===== config.mk =====
export PLATFORM = sky130hd
export DESIGN_NAME = conditional_branch_unit
export DESIGN_NICKNAME = d
export VERILOG_FILES = /design/src/pkg/branch_pkg.sv /design/src/hdl/branch_condition.sv /design/src/hdl/branch_target.sv /design/src/hdl/conditional_branch_unit.sv
export VERILOG_INCLUDE_DIRS = /design/src /design/src/pkg
export SDC_FILE = /design/constraint.sdc
export NUM_CORES = 1
export LEC_CHECK = 0
export BUFFER_PORTS_ARGS = -buffer_cell sky130_fd_sc_hd__clkbuf_2
export CORE_MARGIN = 2
export CORE_UTILIZATION = 56
export DETAILED_ROUTE_END_ITERATION = 16
export PLACE_DENSITY = 0.81
export SETUP_SLACK_MARGIN = 0.15
export SLEW_MARGIN = 20
export SYNTH_ARGS = -nofsm -noshare
export SYNTH_HDL_FRONTEND = slang
export SYNTH_HIERARCHICAL = 1
export SYNTH_SLANG_ARGS = --single-unit

===== constraint.sdc =====
create_clock -name core_clk -period 1.8 [get_ports core_clk]
set_input_delay 0.09 -clock core_clk [delete_from_list [all_inputs] [get_ports core_clk]]
set_output_delay 0.09 -clock core_clk [all_outputs]
set_load 0.01 [all_outputs]

===== src/pkg/branch_defines.svh =====
// constants for the conditional branch unit
// assumes inclusion by bare name; definitions only
`ifndef BRANCH_DEFINES_SVH
`define BRANCH_DEFINES_SVH
`define PC_WIDTH 16
`define OFFSET_WIDTH 7
`define PC_RESET 16'h0000
`define PC_STEP 16'h0001
`define FLAG_SET 1'b1
`define FLAG_CLEAR 1'b0
`define OP_WIDTH 3
`endif


===== src/pkg/branch_pkg.sv =====
// types for the conditional branch unit
// assumes branch_defines.svh is on the include path
`include "branch_defines.svh"
package branch_pkg;
  typedef enum logic [2:0] {
    op_branch_equal = 3'h0,
    op_branch_not_equal = 3'h1,
    op_branch_carry_set = 3'h2,
    op_branch_carry_cleared = 3'h3,
    op_branch_same_or_higher = 3'h4,
    op_branch_lower = 3'h5,
    op_branch_minus = 3'h6,
    op_none = 3'h7
  } branch_op_e;
  typedef enum logic [1:0] {
    st_idle = 2'h0,
    st_reload = 2'h1
  } branch_state_e;
endpackage : branch_pkg


===== src/hdl/branch_condition.sv =====
// combinational flag test for one branch opcode
// assumes flags are stable while the opcode is presented
`timescale 1ns/1ps
`include "branch_defines.svh"
module branch_condition (
  input wire logic [2:0] op,
  input wire logic zero_flag,
  input wire logic carry_flag,
  input wire logic negative_flag,
  output logic taken
);
  always_comb begin
    taken = 1'b0;
    unique case (branch_pkg::branch_op_e'(op))
      branch_pkg::op_branch_equal: taken = (zero_flag == `FLAG_SET); // see [RL1]
      branch_pkg::op_branch_not_equal: taken = (zero_flag == `FLAG_CLEAR); // see [RL2]
      branch_pkg::op_branch_carry_set: taken = (carry_flag == `FLAG_SET); // see [RL3]
      branch_pkg::op_branch_carry_cleared:
        taken = (carry_flag == `FLAG_CLEAR); // see [RL4]
      // same test as carry cleared, unsigned view
      branch_pkg::op_branch_same_or_higher:
        taken = (carry_flag == `FLAG_CLEAR); // see [RL5]
      branch_pkg::op_branch_lower: taken = (carry_flag == `FLAG_SET); // see [RL6]
      branch_pkg::op_branch_minus:
        taken = (negative_flag == `FLAG_SET); // see [RL7]
      branch_pkg::op_none: taken = 1'b0;
    endcase
  end
endmodule : branch_condition


===== src/hdl/branch_target.sv =====
// relative target adder: pc plus signed offset plus one
// assumes pc wraps modulo its width
`timescale 1ns/1ps
`include "branch_defines.svh"
module branch_target #(
  parameter int PC_W = `PC_WIDTH,
  parameter int OFF_W = `OFFSET_WIDTH
) (
  input wire logic [PC_W-1:0] pc,
  input wire logic [OFF_W-1:0] offset,
  output logic [PC_W-1:0] target
);
  logic [PC_W-1:0] offset_ext;
  // sign extension reaches targets behind the branch too
  assign offset_ext = {{(PC_W-OFF_W){offset[OFF_W-1]}}, offset}; // see [RL12]
  assign target = pc + offset_ext + PC_W'(`PC_STEP); // see [RL8]
endmodule : branch_target


===== src/hdl/conditional_branch_unit.sv =====
// conditional relative branch execution for an 8-bit core
// assumes decode presents one branch per issue pulse, flags from core
// Overview of operation
// [RL1] equal branch taken when zero flag set
// [RL2] not-equal branch taken when zero clear
// [RL3] carry-set branch taken when carry set
// [RL4] carry-cleared branch taken when carry clear
// [RL5] same-or-higher taken when carry clear
// [RL6] lower branch taken when carry set
// [RL7] minus branch taken when negative set
// [RL8] taken: pc gets pc plus offset plus one
// [RL9] status flags never altered by branches
// [RL10] each branch finishes in one or two cycles
// [RL11] fall through one cycle, taken two
// [RL12] offset is two's-complement signed
`timescale 1ns/1ps
`include "branch_defines.svh"
module conditional_branch_unit #(
  parameter int PC_W = `PC_WIDTH,
  parameter int OFF_W = `OFFSET_WIDTH
) (
  input wire logic core_clk,
  input wire logic reset,
  input wire logic clk_en,
  input wire logic issue,
  input wire logic [2:0] op,
  input wire logic [OFF_W-1:0] offset,
  input wire logic [PC_W-1:0] pc,
  input wire logic zero_flag,
  input wire logic carry_flag,
  input wire logic negative_flag,
  output logic busy,
  output logic done,
  output logic taken,
  output logic pc_load,
  output logic [PC_W-1:0] pc_next
);
  branch_pkg::branch_state_e state_r;
  logic cond;
  logic [PC_W-1:0] target;
  logic [PC_W-1:0] target_r;
  logic accept;
  logic reload;

  branch_condition u_cond (
    .op(op),
    .zero_flag(zero_flag),
    .carry_flag(carry_flag),
    .negative_flag(negative_flag),
    .taken(cond)
  );

  branch_target #(.PC_W(PC_W), .OFF_W(OFF_W)) u_target (
    .pc(pc),
    .offset(offset),
    .target(target)
  );

  // new branches ignored while a taken one is reloading
  assign accept = issue && (state_r == branch_pkg::st_idle);
  assign reload = (state_r == branch_pkg::st_reload);

  // flags are inputs only; no flag output exists, see [RL9]
  always_ff @(posedge core_clk or posedge reset) begin
    if (reset) begin
      state_r <= branch_pkg::st_idle;
    end else if (clk_en) begin
      unique case (state_r)
        branch_pkg::st_idle: begin
          if (accept && cond) begin
            state_r <= branch_pkg::st_reload; // see [RL11]
          end
        end
        branch_pkg::st_reload: state_r <= branch_pkg::st_idle; // see [RL10]
      endcase
    end
  end

  always_ff @(posedge core_clk or posedge reset) begin
    if (reset) begin
      target_r <= PC_W'(`PC_RESET);
    end else if (clk_en && accept && cond) begin
      target_r <= target; // see [RL8]
    end
  end

  // done one cycle after issue when falling through, two when taken
  always_ff @(posedge core_clk or posedge reset) begin
    if (reset) begin
      done <= 1'b0;
    end else if (clk_en) begin
      done <= reload || (accept && !cond); // see [RL10] [RL11]
    end
  end

  // outcome holds until the next branch finishes
  always_ff @(posedge core_clk or posedge reset) begin
    if (reset) begin
      taken <= 1'b0;
    end else if (clk_en) begin
      if (reload) begin
        taken <= 1'b1;
      end else if (accept && !cond) begin
        taken <= 1'b0;
      end
    end
  end

  // load strobe only for a taken branch; fall through just steps
  always_ff @(posedge core_clk or posedge reset) begin
    if (reset) begin
      pc_load <= 1'b0;
    end else if (clk_en) begin
      pc_load <= reload; // see [RL8]
    end
  end

  always_ff @(posedge core_clk or posedge reset) begin
    if (reset) begin
      pc_next <= PC_W'(`PC_RESET);
    end else if (clk_en) begin
      if (reload) begin
        pc_next <= target_r; // see [RL8]
      end else if (accept && !cond) begin
        pc_next <= pc + PC_W'(`PC_STEP); // see [RL11]
      end
    end
  end

  // busy spans the reload cycle, so a second issue is refused there
  always_ff @(posedge core_clk or posedge reset) begin
    if (reset) begin
      busy <= 1'b0;
    end else if (clk_en) begin
      if (reload) begin
        busy <= 1'b0;
      end else if (accept && cond) begin
        busy <= 1'b1; // see [RL11]
      end
    end
  end
endmodule : conditional_branch_unit


### After elaboration in Yosys (flattened, before gate mapping)

Index checks and enable logic that the tools add are counted.

* $add $sub $neg: 3
* equality and inequality tests: 9
* multiplexer cells: 9
* bitwise gates (word level): 2
* reductions and logical operators: 16

Operators with widths (count)
* adder 16 x 1 -> 16 bit, second input constant: 2
* two-way mux 16 bit: 2
* adder 16 bit: 1
* == test 3 bit, second input constant: 4
* == test 3 x 2 -> 1 bit, second input constant: 2
* case mux 1 bit (6 select lines): 1
* AND reduction 2 bit: 3
* logical AND 1 bit: 5
* two-way mux 1 bit: 4
* case mux 2 bit (2 select lines): 1
* nonzero test 2 bit: 2
* OR reduction 2 bit: 2
* == test 3 x 1 -> 1 bit, second input constant: 1
* logical NOT 3 bit: 1
* == test 2 x 1 -> 1 bit, second input constant: 1
* logical NOT 2 bit: 1
* two-way mux 2 bit: 1
* != test 2 x 1 -> 1 bit, second input constant: 1
* inverter 1 bit: 2
* logical NOT 1 bit: 1
* logical OR 1 bit: 1

* flip-flop bits (word level): 38
* input port bits: 33
* output and inout port bits: 20
* logic and storage cells: 46

### Depth between registers and ports, before layout

Gate-level depths: netlist (run 1).

* depth in word-level cells: 7
* gate-level depth with buffers: 10
* gate-level depth less buffers: 10

### Hierarchy

The synthesis (run 1) kept the hierarchy.

By module, submodules not included
* conditional_branch_unit: times used 1, cells an instance 170, area an instance 1850.5 um^2, seq. area each 900.9 um^2
* branch_target: times used 1, cells an instance 107, area an instance 792.0 um^2, seq. area each 0.0 um^2
* branch_condition: times used 1, cells an instance 9, area an instance 62.6 um^2, seq. area each 0.0 um^2

### Least setup slack after synthesis (run 1)

Ideal clock, no wire load.

* path type: in2reg
* from: input offset[0]
* to: register target_r[8]
* setup time: 125 ps
* arrival: 1820 ps
* data required time: 1675 ps
* path slack: -144 ps
* stages: 10
* path buffers: 0
* cell sequence: inv_1 > ha_1 > inv_1 > fa_1 > a21o_1 > a221oi_2 > o21bai_1 > a21oi_1 > xnor2_1 > mux2_2

* cells in the longest elaborated chain, start to end: 2

Ends and longest elaborated chain
* start, declared: line conditional_branch_unit.sv:27 `input wire logic [OFF_W-1:0] offset,`
* adder 16 bit: line branch_target.sv:16 `` assign target = pc + offset_ext + PC_W'(`PC_STEP); ``
* adder 16 x 1 -> 16 bit: line branch_target.sv:16
* named net target[8]: line conditional_branch_unit.sv:40 `logic [PC_W-1:0] target;`
* end signal, assigned: line conditional_branch_unit.sv:81 `` target_r <= PC_W'(`PC_RESET); ``
* end signal, assigned: line conditional_branch_unit.sv:83 `target_r <= target;`
* end, declared: line conditional_branch_unit.sv:41 `logic [PC_W-1:0] target_r;`

The timed path passes the listed nets, and every way through them passes these cells.
A chain may end at the register's enable or synchronous reset.

### Worst setup path in the final report (run 1)

Ends and elaborated chain as after synthesis.

==> results of run 1 <==
## worst max-delay path: cells and delay by family
family	cells	cell delay [ns]
AOI/OAI and AO/OA	4	0.83
xor gates and xnor gates	1	0.07
adders and majority gates	2	0.47
buffers and inverters	3	0.21
muxes	1	0.26
## power breakdown
| part | switching [mW] | internal (mW) |
|---|---|---|
| sequential | 0.178 | 1.11 |
| combinational | 0.614 | 0.658 |
| clock | 0.290 | 0.311 |
| total | 1.08 | 2.08 |
## state kept, by name, summed over array words and instances (netlist names)
name	cells
pc_next	16
target_r	16
busy	1
done	1
pc_load	1
taken	1
## cells by family (layout without fill, tap and decap cells)
kind of cell | count (synthesis) | count (layout)
simple gates | 89 | 89
fa+ha+maj | 17 | 17
xor+xnor | 25 | 25
buf+inv | 22 | 126
mux | 22 | 22
compound gates | 75 | 75
flops | 36 | 36
## routing by layer
layer  vias to the layer above  wire length, um
met5                         -                0
met4                         0              112
met3                        11              346
met2                        70             3320
met1                      1240             3150
li1                       1254                -
## through the flow
| stage | instance area (sq um) | total power [mW] | cells | setup TNS (ns) | utilization [%] |
|---|---|---|---|---|---|
| 6_report | 3670 | 3.16 | 444 | 0 | 78.2 |
| 3_3_place_gp | 3460 | 2.45 | 433 | -1.47 | 73.8 |
| 3_5_place_dp | 3460 | 2.51 | 433 | -1.85 | 73.8 |
| 2_1_floorplan | 2810 | 1.99 | 286 | -0.00365 | - |
| 4_1_cts | 3630 | 3.13 | 443 | 0 | 77.3 |
| 5_1_grt | 3670 | 3.37 | 444 | -0.0871 | 78.2 |
## layout make-up
cell class	instances	area, sq um	area share (%)
clock buffers	7	86.3	2.35
clock inverters	1	7.51	0.204
inverters	13	66.3	1.81
multi-input cells	228	1840	50.2
flip-flops and latches	36	901	24.5
well taps	54	67.6	1.84
repair buffers	105	698	19.0
## cell usage in the layout (no fill, tap or decap), types with 3 or more instances in the layout
cell type | netlist | layout
a21o_1 | 5 | 5
a21oi_1 | 20 | 18
and2_1 | 3 | 3
and3_1 | 9 | 9
buf_4 | 1 | 52
clkbuf_2 | 0 | 49
clkbuf_8 | 0 | 8
dfrtp_1 | 36 | 36
ha_1 | 16 | 11
ha_4 | 0 | 5
inv_1 | 12 | 9
mux2_2 | 16 | 13
mux2_4 | 0 | 3
mux2i_1 | 6 | 6
nand2_1 | 23 | 23
nand2b_1 | 6 | 6
nand3_1 | 4 | 4
nand4_1 | 5 | 5
nor2_1 | 9 | 9
nor2b_1 | 5 | 5
nor3_1 | 6 | 6
o211ai_1 | 3 | 3
o21ai_0 | 22 | 19
o21ai_1 | 4 | 7
o31ai_2 | 0 | 3
xnor2_1 | 21 | 21
xor2_1 | 4 | 4
## worst min-delay path by stage
stage	startpoint	to	cells past startpoint
floorplan	reset	busy	1
global placement	reset	pc_next[1]	3
detailed placement	reset	pc_next[1]	3
CTS	issue	taken	4
global route	pc[15]	pc_next[15]	3
finish	issue	taken	4
## repair_timing
action / 4_1_cts / 5_1_grt
hold buffers: 1 / 0
pin swaps: 6 / 4
gates cloned: 0 / 0
gates resized for setup: 8 / 7
setup buffers: 1 / 1
hold endpoints to repair: 36 / 0
endpoints found under the setup margin: 8 / 7
==> flow_summary.toml, run 1 <==
[route]
drc = 0
vias = 2575
ant_nets = 0
first_iter_violations = 182
firstDrtPassIters = 4
wl_per_cell_um = 15.6
finalWirelength_um = 6930
vias_per_cell = 5.80

[cts]
cts_sinks = 36
htree_levels = 2
clk_latency_ns = 0.29
clockRootBuffer = "clkbuf_8"
numCtsBuffers = 5
clk_path_buf_depth = 2
path_clk_slew_ns = 0.07
cts_tree = "done"

[sta]
setup_viol = 0
report.final.slew_viol_count = 0
finalHoldViolCount = 0
setup_slack_ns = 0.0381
max_freq_ghz = 0.568
worst_pin_slew_ns = 0.444
clock_skew_ns = 0.00597
fin_crit_sh_pct = 97.9
post-route-min-period_ns = 1.76
max_slew_margin_pct = 70.4
hold_ws_ns = 0.117
rsz0062_at_grt = "true"

[synthesis]
synth_top_family_by_area = "simple AND/OR/NAND/NOR gates"
synth_edf_count = 0
ys_seq_area_share_pct = 33.3
ys_warn_count = 6
synth_simple_gate_area_share_pct = 20.5
synth_most_common_cell = "dfrtp_1"
synth_area_sq_um = 2710
yosysTopAreaCellShare_pct = 33.3
synth_nets = 336
synth_ff_type = "dfrtp_1"
ys_async_sr_fraction_pct = 100
synth.largest_area_cell = "dfrtp_1"
synth_compound_area_share_pct = 17.5
avgSynthCellArea_sq_um = 9.46
synth.area.top_cells = "dfrtp_1 33%, ha_1 7.4%, xnor2_1 6.8%"
netlist_instances = 286
synthXorXnorAreaFrac_pct = 8.09
ys_types = 53
synth_common_cells = "36 x dfrtp_1, 23 x nand2_1, 22 x o21ai_0"
yosys_register_bits = 36
synthMuxAreaShare_pct = 8.88
synthAdderAreaFrac_pct = 8.14

[global_routing]
grt_max_degree = 37
grt_pass1_vias = 2355
busiest_layer = "met2"
grt_use_total_pct = 26.3
use_met3_pct = 4.80
antenna_found_initial = 0
met2_usage_pct = 40.8
grt.overflow.total = 0
grt_pass1_wl_um = 11100
grtUsageMet1_pct = 36.7

[die]
die_x_um = 73.5
start_util_pct = 57.7
ioPinCount = 53
rows = 25
die_y_um = 73.5
dieArea_sq_um = 5400
coreArea_sq_um = 4690

[final_layout]
layout-drive-gt1-share_pct = 41.0
n_fill_cell = 313
finalNetCount = 439
diodes = 0
syn2layout_area_growth_pct = 35.7

[place]
dpl.hpwl_um = 5430
gp_congestion = 0.890
port_buffers = 52
preCtsSetupSlack_ns = -0.296

[worst_setup_path]
crit_end = "target_r[8]"
worstRegToRegCells = 4
r2r_start = "busy"
path_cells = "clkbuf_16, inv_12, ha_4, inv_2, fa_2, a21o_1, a221oi_4, o21bai_1, a21oi_2, xnor2_1, mux2_2"
cpPeakStageDelay_ns = 0.36
critPathMaxFanout = 5
r2r_slack_ns = 0.48
crit_required_ns = 1.98
critPathLaunch = "offset[0]"
cp.arrival_ns = 1.94
cp-end-kind = "flop"
slowest_stage = "a221oi_4"
path_class = "in2reg"
regToRegEndpoint = "target_r[12]"
worstSetupStartpointType = "input port"

[power_and_ir_drop]
p_leak_nw = 1.75
p_per_area_nw_per_um2 = 862
peakVddDrop_mv = 0.367

[run]
maxCapViolCount = 0

[min_path]
hold_path.class = "in2reg"

[outcome]
status = "completed"
Power figures use the tool's default switching activity.
==> run 2, diff against run 1 <==
--- a/config.mk
+++ b/config.mk
@@ -7,10 +7,13 @@
 export NUM_CORES = 1
 export LEC_CHECK = 0
 export BUFFER_PORTS_ARGS = -buffer_cell sky130_fd_sc_hd__clkbuf_2
+export CELL_PAD_IN_SITES_DETAIL_PLACEMENT = 0
+export CELL_PAD_IN_SITES_GLOBAL_PLACEMENT = 1
 export CORE_MARGIN = 2
-export CORE_UTILIZATION = 56
+export CORE_UTILIZATION = 44
+export CTS_BUF_LIST = sky130_fd_sc_hd__clkbuf_4 sky130_fd_sc_hd__clkbuf_8
 export DETAILED_ROUTE_END_ITERATION = 16
-export PLACE_DENSITY = 0.81
+export PLACE_DENSITY_LB_ADDON = 0.1
 export SETUP_SLACK_MARGIN = 0.15
 export SLEW_MARGIN = 20
 export SYNTH_ARGS = -nofsm -noshare
==> run 2 against run 1 <==
Compared with the run above:
- hold slack improved by 0.020 ns
- highest routed layer unchanged
- count of clock-buffer cells in the layout down 2
- core utilization decreased by 16 points
- fmax grew 0.52%
==> flow_summary.toml, run 2 (synthesis results as in run 1) <==
[power_and_ir_drop]
clkPwrFrac_pct = 22.1
p_per_area_nw_per_um2 = 874
p_leak_nw = 1.77
peakVddDrop_mv = 0.533
p_int_mw = 2.18
power.share.sequential_pct = 39.3
pwr-share-comb_pct = 38.6
p_sw_mw = 1.07
switching_share_pct = 32.9

[place]
gp_congestion = 0.906
dp.cells = 453
preCtsSetupSlack_ns = -0.286
port_buffers = 52
dpl-instance-area_sq_um = 3510
dpl.hpwl_um = 5420

[worst_setup_path]
slowest_stage = "a221oi_4"
cp-end-kind = "flop"
crit_required_ns = 1.98
cpPeakStageDelay_ns = 0.38
path_cells = "clkbuf_16, inv_12, ha_4, inv_2, fa_2, a21o_1, a221oi_4, o21bai_1, a21oi_1, xnor2_1, mux2_2"
regToRegEndpoint = "target_r[1]"
critPathMaxFanout = 5
r2r_slack_ns = 0.36
critPathLaunch = "offset[0]"
cp.arrival_ns = 1.93
cp.buffers_inverters = 3
r2r_start = "busy"
path_class = "in2reg"
worstRegToRegCells = 4
worstSetupStartpointType = "input port"
cp_top_family = "compound AO/OA/AOI/OAI gates"

[final_layout]
n_fill_cell = 513
diodes = 0
reg_top3 = "pc_next x16, target_r x16"
stdcell_count = 465
final_common_cell = "buf_4"
multi_input_area_sq_um = 1830
syn2layout_area_growth_pct = 37.2
seqCellArea_sq_um = 901
layout-drive-gt1-share_pct = 40.8
final_area_sq_um = 3710
mostFrequentLayoutCells = "51 x buf_4, 50 x clkbuf_2, 36 x dfrtp_1"
finalNetCount = 439

[sta]
max_freq_ghz = 0.571
worst_pin_slew_ns = 0.462
fin_crit_sh_pct = 97.4
report.final.slew_viol_count = 0
setup_viol = 0
setup_tns_ns = 0
max_slew_margin_pct = 69.2
finalHoldViolCount = 0
setup_slack_ns = 0.0472
post-route-min-period_ns = 1.75
rsz0062_at_grt = "true"
clock_skew_ns = 0.00237

[route]
finalWirelength_um = 6800
drc = 0
firstDrtPassIters = 4
vias_per_cell = 5.32
ant_nets = 0
first_iter_violations = 119
wl_per_cell_um = 14.6
vias = 2473

[global_routing]
antenna_found_initial = 0
grt_use_total_pct = 21.5
grt_max_degree = 37
grt_pass1_wl_um = 11100
grt_pass1_vias = 2257
grt.overflow.total = 0

[cts]
cts_tree = "done"
path_clk_slew_ns = 0.08
clockRootBuffer = "clkbuf_8"
cts_sinks = 36
numCtsBuffers = 5
clk_latency_ns = 0.29
clk_path_buf_depth = 2
htree_levels = 2

[die]
die_x_um = 82.4
die_y_um = 82.4
rows = 28
ioPinCount = 53
dieArea_sq_um = 6790
coreArea_sq_um = 5920
start_util_pct = 45.7

[min_path]
hold_path.startpoint = "issue"
min_path_cells = 4
worstHoldEndpoint = "taken"
hold_path.class = "in2reg"

[run]
maxCapViolCount = 0

[outcome]
status = "completed"
==> run 2: worst max path at each step <==
stage | to | cells after the start
after floorplan | target_r[8] | 10
after global placement | target_r[8] | 11
after detailed placement | target_r[8] | 11
after CTS | target_r[10] | 11
after global routing | target_r[12] | 11
final | target_r[8] | 11
==> run 2: tightest hold or removal path, cell delays in order <==
cell and delay [ns]:
clkbuf_2 0.11, nand2_1 0.06, o21ai_0 0.07, nand2_1 0.07
==> run 2: through the flow <==
stage          util [%]  total power [mW]  hold slack (ns)
6_report           62.7              3.25            0.136
5_1_grt            62.7              3.48            0.146
4_1_cts            62.2              3.24            0.129
3_5_place_dp       59.2              2.51            0.204
3_3_place_gp       59.2              2.46            0.199
2_1_floorplan         -              1.99            0.257
==> run 2: power by group through the flow <==
stage	combinational [mW]	sequential, mW	clock [mW]
3_3_place_gp	1.19	1.28	0
2_1_floorplan	0.681	1.31	0
6_report	1.25	1.28	0.716
3_5_place_dp	1.22	1.29	0
5_1_grt	1.40	1.32	0.767
4_1_cts	1.24	1.27	0.727
==> run 2: area by class of cell <==
type	count	share of cell area, %
Timing Repair Buffer	105	19.1
Tap cell	75	2.53
Clock buffer	5	1.85
Clock inverter	3	1.15
Inverter	13	1.79
Sequential cell	36	24.3
Multi-Input combinational cell	228	49.3
==> run 2: repair_timing <==
action                                  in CTS  in global routing
buffers inserted                             2                  1
resized for setup                            6                  5
hold endpoints to repair                    36                  0
pin swaps                                    6                  4
hold buffers                                 1                  0
endpoints found under the setup margin       7                  8
==> run 2: routing by layer <==
layer  vias up  global-route usage [%]  wire (um)
li1       1255                       -          -
met1      1153                    29.6       3300
met2        57                    35.7       3190
met3         8                    3.04        246
met4         0                    4.50         58
met5         -                       0          0
